## src/pkg/sarsc_pkg.sv

```systemverilog
package sarsc_pkg;
	localparam int unsigned CLK_MHZ = 100;
	localparam int unsigned START_LOW_NS = 40;
	localparam int unsigned START_LOW_CYC = (START_LOW_NS * CLK_MHZ + 999) / 1000;
	localparam int unsigned CONV_TIME_NS = 2700;
	localparam int unsigned CONV_CYC = (CONV_TIME_NS * CLK_MHZ) / 1000;
	localparam int unsigned SCLK_HALF_NS = 80;
	localparam int unsigned SCLK_HALF_CYC = (SCLK_HALF_NS * CLK_MHZ) / 1000;
	localparam int unsigned RESULT_W = 16;
	localparam int unsigned BIT_CNT = 16;
	localparam logic [15:0] RESULT_RST = 16'h0000;
	localparam logic [15:0] SIGN_FLIP = 16'h8000;
	localparam logic [8:0] CONV_CNT = 9'(CONV_CYC);
	localparam logic [3:0] HALF_CNT = 4'(SCLK_HALF_CYC);
	localparam logic [2:0] START_CNT = 3'(START_LOW_CYC);
	typedef enum logic [1:0] {SARSC_IDLE, SARSC_CONV} sarsc_state_t;
endpackage

```

## src/hdl/sarsc_core.sv

```systemverilog
`timescale 1ns/100ps
// Notes on behaviour
// - start requests are ignored while a conversion runs
// - busy_n is low for the whole conversion, high when it ends
// - clock_source_select high: shift clock pin is an input from host
// - clock_source_select low: device drives shift clock pin as output
// - internal mode shifts 16-bit word out MSB first during conversion
// - word shifted out is the previous conversion result
// - internal mode emits exactly 16 shift clock pulses per conversion
// - in internal mode each data bit is stable at the rising edge of its pulse and changes with its falling edge
// - in internal mode, after the LSB, data shows tag level captured at conversion start
// - shift clock stays low after 16 pulses until next request
// - shift clock is derived from the internal conversion clock
// - conversion timing supports 200ksps throughput
// - power-down keeps the unread result in the shift register
// - format select low gives two's complement output
// - two's complement: below midscale all ones, midscale all zeros
// - two's complement full scale is 0 followed by fifteen ones
// - result is a 16-bit word of 65536 codes
// - external mode host may shift out during or after conversion
// - format select high gives straight binary output
// - power-down refuses conversion start
module sarsc_core (
	input wire logic core_clk,
	input wire logic rst,
	input wire logic chip_select_n,
	input wire logic read_convert,
	input wire logic clock_source_select,
	input wire logic output_format_select,
	input wire logic power_down_in,
	input wire logic tag_in,
	input wire logic serial_shift_clock_in,
	input wire logic [15:0] sar_result,
	output logic serial_shift_clock_out,
	output logic serial_shift_clock_oe_n,
	output logic serial_data,
	output logic busy_n,
	output logic sample_hold
);
	logic [1:0] cs_sync_r;
	logic [1:0] rc_sync_r;
	logic [1:0] ext_sync_r;
	logic [1:0] fmt_sync_r;
	logic [1:0] pd_sync_r;
	logic [1:0] tag_sync_r;
	logic [1:0] sck_sync_r;
	logic sck_prev_r;
	logic [2:0] low_cnt_r;
	logic armed_r;
	sarsc_pkg::sarsc_state_t state_r;
	logic [8:0] conv_cnt_r;
	logic [15:0] shift_r;
	logic [4:0] bits_r;
	logic [3:0] half_r;
	logic tag_r;
	logic start_req;
	logic sck_rise;
	logic int_mode;

	always_ff @(posedge core_clk or posedge rst) begin
		if (rst) begin
			cs_sync_r <= 2'h3;
			rc_sync_r <= 2'h3;
			ext_sync_r <= 2'h0;
			fmt_sync_r <= 2'h0;
			pd_sync_r <= 2'h0;
			tag_sync_r <= 2'h0;
			sck_sync_r <= 2'h0;
			sck_prev_r <= 1'h0;
		end else begin
			cs_sync_r <= {cs_sync_r[0], chip_select_n};
			rc_sync_r <= {rc_sync_r[0], read_convert};
			ext_sync_r <= {ext_sync_r[0], clock_source_select};
			fmt_sync_r <= {fmt_sync_r[0], output_format_select};
			pd_sync_r <= {pd_sync_r[0], power_down_in};
			tag_sync_r <= {tag_sync_r[0], tag_in};
			sck_sync_r <= {sck_sync_r[0], serial_shift_clock_in};
			sck_prev_r <= sck_sync_r[1];
		end
	end

	assign int_mode = ~ext_sync_r[1];
	assign sck_rise = sck_sync_r[1] & ~sck_prev_r;

	// qualify the combined low level of chip select and read/convert
	always_ff @(posedge core_clk or posedge rst) begin
		if (rst) begin
			low_cnt_r <= 3'h0;
			armed_r <= 1'h1;
		end else if (cs_sync_r[1] | rc_sync_r[1]) begin
			low_cnt_r <= 3'h0;
			armed_r <= 1'h1;
		end else if (low_cnt_r < sarsc_pkg::START_CNT) begin
			low_cnt_r <= low_cnt_r + 3'h1;
		end else if (start_req) begin
			armed_r <= 1'h0;
		end
	end

	assign start_req = ~cs_sync_r[1] & ~rc_sync_r[1] & (low_cnt_r >= sarsc_pkg::START_CNT)
		& armed_r & ~pd_sync_r[1] & (state_r == sarsc_pkg::SARSC_IDLE);

	// conversion timer
	always_ff @(posedge core_clk or posedge rst) begin
		if (rst) begin
			state_r <= sarsc_pkg::SARSC_IDLE;
			conv_cnt_r <= 9'h000;
			busy_n <= 1'h1;
			sample_hold <= 1'h0;
		end else begin
			unique case (state_r)
				sarsc_pkg::SARSC_IDLE: begin
					if (start_req) begin
						state_r <= sarsc_pkg::SARSC_CONV;
						conv_cnt_r <= sarsc_pkg::CONV_CNT;
						busy_n <= 1'h0;
						sample_hold <= 1'h1;
					end
				end
				sarsc_pkg::SARSC_CONV: begin
					if (conv_cnt_r == 9'h001) begin
						state_r <= sarsc_pkg::SARSC_IDLE;
						busy_n <= 1'h1;
						sample_hold <= 1'h0;
					end
					conv_cnt_r <= conv_cnt_r - 9'h001;
				end
				default: begin
					state_r <= sarsc_pkg::SARSC_IDLE;
				end
			endcase
		end
	end

	// output shift register and shift clock generation
	always_ff @(posedge core_clk or posedge rst) begin
		if (rst) begin
			shift_r <= sarsc_pkg::RESULT_RST;
			bits_r <= 5'h00;
			half_r <= 4'h0;
			tag_r <= 1'h0;
			serial_shift_clock_out <= 1'h0;
			serial_data <= 1'h0;
		end else if (state_r == sarsc_pkg::SARSC_CONV && conv_cnt_r == 9'h001) begin
			// load new result
			shift_r <= fmt_sync_r[1] ? (sar_result ^ sarsc_pkg::SIGN_FLIP) : sar_result;
			serial_shift_clock_out <= 1'h0;
		end else if (start_req) begin
			tag_r <= tag_sync_r[1];
			bits_r <= int_mode ? 5'(sarsc_pkg::BIT_CNT) : 5'h00;
			half_r <= sarsc_pkg::HALF_CNT;
			serial_shift_clock_out <= 1'h0;
			serial_data <= int_mode ? shift_r[15] : serial_data;
		end else if (int_mode && bits_r != 5'h00) begin
			// pulses timed from the conversion clock
			if (half_r == 4'h1) begin
				half_r <= sarsc_pkg::HALF_CNT;
				serial_shift_clock_out <= ~serial_shift_clock_out;
				if (serial_shift_clock_out) begin
					bits_r <= bits_r - 5'h01;
					shift_r <= {shift_r[14:0], 1'h0};
					serial_data <= (bits_r == 5'h01) ? tag_r : shift_r[14];
				end
			end else begin
				half_r <= half_r - 4'h1;
			end
		end else if (!int_mode && sck_rise && !pd_sync_r[1]) begin
			// external clock: host shifts at its own pace
			serial_data <= shift_r[15];
			shift_r <= {shift_r[14:0], tag_sync_r[1]};
		end else begin
			serial_shift_clock_out <= 1'h0;
		end
	end

	always_ff @(posedge core_clk or posedge rst) begin
		if (rst) begin
			serial_shift_clock_oe_n <= 1'h1;
		end else begin
			serial_shift_clock_oe_n <= ~int_mode;
		end
	end
endmodule

```

## config.mk

```make
export PLATFORM = sky130hd
export DESIGN_NAME = sarsc_core
export DESIGN_NICKNAME = d
export VERILOG_FILES = /design/src/pkg/sarsc_pkg.sv /design/src/hdl/sarsc_core.sv
export SDC_FILE = /design/constraint.sdc
export NUM_CORES = 1
export LEC_CHECK = 0
export BUFFER_PORTS_ARGS = -buffer_cell sky130_fd_sc_hd__buf_2
export CORE_MARGIN = 2
export CORE_UTILIZATION = 40
export DETAILED_ROUTE_END_ITERATION = 6
export PLACE_DENSITY = 0.56
export SETUP_SLACK_MARGIN = 0.3
export SYNTH_ARGS = -nofsm -noshare
export SYNTH_HDL_FRONTEND = slang
export SYNTH_SLANG_ARGS = --single-unit
```

## constraint.sdc

```tcl
create_clock -name core_clk -period 5 [get_ports core_clk]
set_input_delay 0.5 -clock core_clk [delete_from_list [all_inputs] [get_ports core_clk]]
set_output_delay 0.5 -clock core_clk [all_outputs]
set_load 0.1 [all_outputs]
```

## After elaboration in Yosys (flattened, before gate mapping)

Cells that the tools add are included.

- Bits in registers: 61

- Reduce and logical (&&, ||, !) cells: 25
- $add $sub $neg: 4
- $lt $le $gt $ge: 2
- Mux-type cells: 42
- Equal/unequal tests: 15
- Bitwise gates (word level): 15

Operators by type and width:

| operator | count |
|---|---|
| $mux W16 | 7 |
| $mux W5 | 5 |
| $mux W1 | 18 |
| $pmux W9 S2 | 1 |
| $mux W4 | 3 |
| $reduce_and A2 Y1 | 6 |
| $reduce_bool A2 Y1 | 6 |
| $eq A9 B1 Y1 const B | 1 |
| $mux W9 | 1 |
| $sub A9 B1 Y9 const B | 1 |
| $ne A2 B2 Y1 const B | 4 |
| $not A1 Y1 | 8 |
| $reduce_and A4 Y1 | 2 |
| $and A1 B1 Y1 | 6 |
| $mux W3 | 2 |
| $ne A3 B2 Y1 const B | 2 |
| $ne A3 B3 Y1 const B | 2 |
| $reduce_bool A3 Y1 | 2 |
| $eq A5 B1 Y1 const B | 1 |
| $reduce_and A5 Y1 | 1 |
| $reduce_bool A5 Y1 | 1 |
| $sub A5 B1 Y5 const B | 1 |
| $eq A4 B1 Y1 const B | 1 |
| $logic_and A1 B1 Y1 | 4 |
| other kinds (15) | 17 |

## Longest topological paths before layout

- Word-level depth: 9
- Mapped depth: 8

## Least setup slack after synthesis

Ideal clock, no wire load.

- Path type: register to register
- Start point: register sample_hold (netlist name)
- End point: register shift_r[10]
- Setup slack: 2.382 ns
- Library setup time: 0.144 ns
- Cell stages (with the launch flop): 7
- Arrival: 2.475 ns
- Data required time: 4.856 ns
- Path buffers: 2
- Path through: dfrtp_1 -> or3b_2 -> or4b_4 -> buf_6 -> buf_4 -> o22ai_2 -> a21oi_2

RTL lines:

| item | RTL line | RTL |
|---|---|---|
| to (signal assigned) | sarsc_core.sv:138 | `shift_r <= sarsc_pkg::RESULT_RST;` |
| to (signal assigned) | sarsc_core.sv:146 | `shift_r <= fmt_sync_r[1] ? (sar_result ^ sarsc_pkg::SIGN_FLIP) : sar_result;` |
| to (signal assigned) | sarsc_core.sv:161 | `shift_r <= {shift_r[14:0], 1'h0};` |
| to (decl) | sarsc_core.sv:52 | `logic [15:0] shift_r;` |

==> metrics.yaml <==
layout:
  final_cell_mix: "dfrtp_1, buf_2, nor2_1"
  nets: 309
  antenna_cells: 0
  syn_to_final_growth_pct: 15.7
  final_common_cell: "dfrtp_1"
  drive_gt1_share_pct: 31.3
  final_cell_area_sq_um: 3160
  stdcell_count: 361
synth:
  synth-async-reset-ratio_pct: 100
  synth.avg_cell_area_sq_um: 11.1
  synth_cell_types: 49
  yosysSeqAreaShare_pct: 54.4
  yosys_warnings: 0
  synth_compound_area_share_pct: 19.4
  synth.mux.area_fraction_pct: 1.56
  synth_seq_cells: 59
  synth_top_family_by_area: "compound AO/OA/AOI/OAI gates"
  syn_inst: 245
  post_synth_and_or_nand_nor_area_fraction_pct: 15.0
  synth_nets: 278
  synth-edff-count: 0
  synth_flop_cell: "dfrtp_1"
  syn_area_sq_um: 2730
  yosys.area_share.adder_pct: 3.66
  synthXorXnorAreaFrac_pct: 1.28
worst_setup_path:
  critPathLaunchType: "flop"
  cp-startpoint: "sample_hold"
  required_ns: 5.26
  worstSetupPathType: "flop to flop"
  critical_path_arrival_ns: 2.69
  r2r_start: "sample_hold"
  endpoint_kind: "flop"
  crit_fanout: 16
clocking:
  worstSkewPairLatency_ns: 0.33
  cts-root-buf: "clkbuf_8"
  cts_tree: "built"
  cts_resized: 0
  cts.htree.levels: 3
  clkTransAtPathRegs_ns: 0.07
  cts_buffers: 9
  ctsHoldBuffers: 0
  max-clock-path-buffers: 2
  cts_sinks: 59
  post-cts-setup-buffers: 0
pwr:
  power.internal_mw: 0.976
  power_switching_mw: 0.376
  switching_share_pct: 27.8
  seqPwrFrac_pct: 46.0
  pwr-share-comb_pct: 16.4
  power_density_nw_per_um2: 428
  p_clk_share_pct: 37.6
  power.leakage_nw: 1.34
  ir_drop_mv: 0.207
place:
  io_buffers: 29
  dp_hpwl_mm: 3.34
  post-place-cells: 345
  place_area_sq_um: 2920
  gp_congestion: 0.713
worst_hold_path:
  hold_path.startpoint: "read_convert"
  hp-class: "primary input to flop"
global_route:
  gr-usage-met2_pct: 24.0
  antenna_found_initial: 0
  top_usage_layer: "met2"
  grt_pass1_vias: 1881
  grt_remaining_overflow: 0
  met1_usage_pct: 20.5
  grt_max_degree: 60
  met3_usage_pct: 4.38
  grt_util_all_layers_pct: 15.8
  grt_first_pass_wirelength_mm: 9.07
timing:
  rsz0062_at_grt: "false"
  fin_tns_setup_ns: 0
  fmax_mhz: 412
  setup_violations: 0
  slew_viol_final: 0
  fin_crit_ns: 2.43
  period_share_pct: 48.5
  hold_viol_final: 0
  clock_skew_ns: 0.00980
  maxSlewHeadroom_pct: 23.0
  worst_pin_slew_ns: 1.16
die:
  fp.dieH_um: 86.6
  rows: 30
  initial_core_util_pct: 40.9
  die_w_um: 86.6
  num_io_pins: 30
  core_area_sq_um: 6680
  dieArea_sq_um: 7510
outcome:
  outcome: "complete, no violations"
drt:
  via_per_inst: 5.28
  dr.first_iter.drc_count: 121
  antenna_left: 0
  wl_per_cell_um: 14.4
  post-route-drc-count: 0
  detail_route.wirelength_mm: 5.20
  drt_first_pass_iters: 4
  route.vias.total: 1905
run:
  cap_violations: 0
==> kinds of logic (layout without fill, tap and decap cells) <==
| logic type | count (synthesis) | after routing |
|---|---|---|
| xor gates and xnor gates | 4 | 4 |
| muxes | 4 | 4 |
| buffers and inverters | 25 | 61 |
| and+or+nand+nor | 74 | 74 |
| adders and majority gates | 8 | 8 |
| AOI/OAI and AO/OA | 71 | 71 |
| DFF | 59 | 59 |
==> path summary, 6_finish.rpt <==
kind / end / slack [ns] / cells after the start
max in group asynchronous: shift_r[13] / 4.15 / 3
worst min-delay path: rc_sync_r[0] / 0.26 / 1
worst min register to register: tag_sync_r[1] / 0.35 / 0
worst max-delay path: shift_r[7] / 2.57 / 5
min in group asynchronous: sck_sync_r[0] / 0.37 / 3
worst max register to register: shift_r[7] / 2.57 / 5
==> metal layers <==
| layer | wire length, um | part of all wire [%] |
|---|---|---|
| met2 | 2470 | 47 |
| met5 | 0 | 0 |
| met3 | 198 | 3.8 |
| met1 | 2440 | 47 |
| met4 | 95 | 1.8 |
==> power by group through the flow <==
stage | logic, mW | registers [mW] | clock network, mW
finish | 0.221 | 0.622 | 0.509
detailed placement | 0.222 | 0.631 | 0
global route | 0.249 | 0.635 | 0.545
floorplan | 0.163 | 0.631 | 0
global placement | 0.220 | 0.630 | 0
CTS | 0.224 | 0.623 | 0.521
==> cell usage after synthesis, types with 2 or more instances <==
| cell | instances | share of area [%] |
|---|---|---|
| a21oi_1 | 16 | 2.9 |
| a21oi_2 | 10 | 3.2 |
| a31oi_1 | 5 | 1.1 |
| buf_6 | 2 | 0.82 |
| clkbuf_1 | 7 | 0.96 |
| dfrtp_1 | 52 | 48 |
| dfstp_2 | 7 | 6.7 |
| ha_1 | 8 | 3.7 |
| inv_1 | 12 | 1.6 |
| mux2_2 | 2 | 0.82 |
| mux2i_1 | 2 | 0.73 |
| nand2_1 | 16 | 2.2 |
| nand3_1 | 5 | 0.92 |
| nand4_1 | 4 | 0.92 |
| nor2_1 | 28 | 3.8 |
| nor3_1 | 5 | 0.92 |
| nor4b_1 | 2 | 0.64 |
| o21ai_0 | 8 | 1.5 |
| o21ai_1 | 2 | 0.37 |
| o22ai_1 | 6 | 1.4 |
| o22ai_2 | 10 | 4.6 |
| o311ai_0 | 3 | 0.96 |
| o41ai_1 | 3 | 0.96 |
| or2_2 | 2 | 0.46 |
| or4_1 | 2 | 0.55 |
| xor2_1 | 3 | 0.96 |
==> per-stage QoR <==
step	setup WS, ns	power [mW]	utilization, %	hold slack, ns
2_1_floorplan	2.38	0.794	-	0.331
3_3_place_gp	2.61	0.850	43.7	0.332
3_5_place_dp	2.57	0.853	43.7	0.336
4_1_cts	2.56	1.37	47.3	0.245
5_1_grt	2.32	1.43	47.3	0.234
6_report	2.57	1.35	47.3	0.264
==> cell type report <==
cell class	count	area, sq um
repair buffers	33	175
inverters	12	45.0
clock inverters	3	68.8
clock buffers	13	169
multi-input cells	161	1120
fillers	638	3520
flip-flops and latches	59	1490
well taps	80	100
==> flip-flops by register name, summed over array words and instances, names as in the netlist, 3 cells and up <==
signal	flops
conv_cnt_r	9
half_r	4
shift_r	16
low_cnt_r	3
bits_r	5
==> worst max-delay path, stage by stage (launching register included) <==
cell and delay [ns]:
dfrtp_1 0.55, or3b_2 0.53, nor4b_4 0.48, o21a_1 0.55, nor2_1 0.11, a21oi_2 0.13
(Power assumes the default switching activity.)
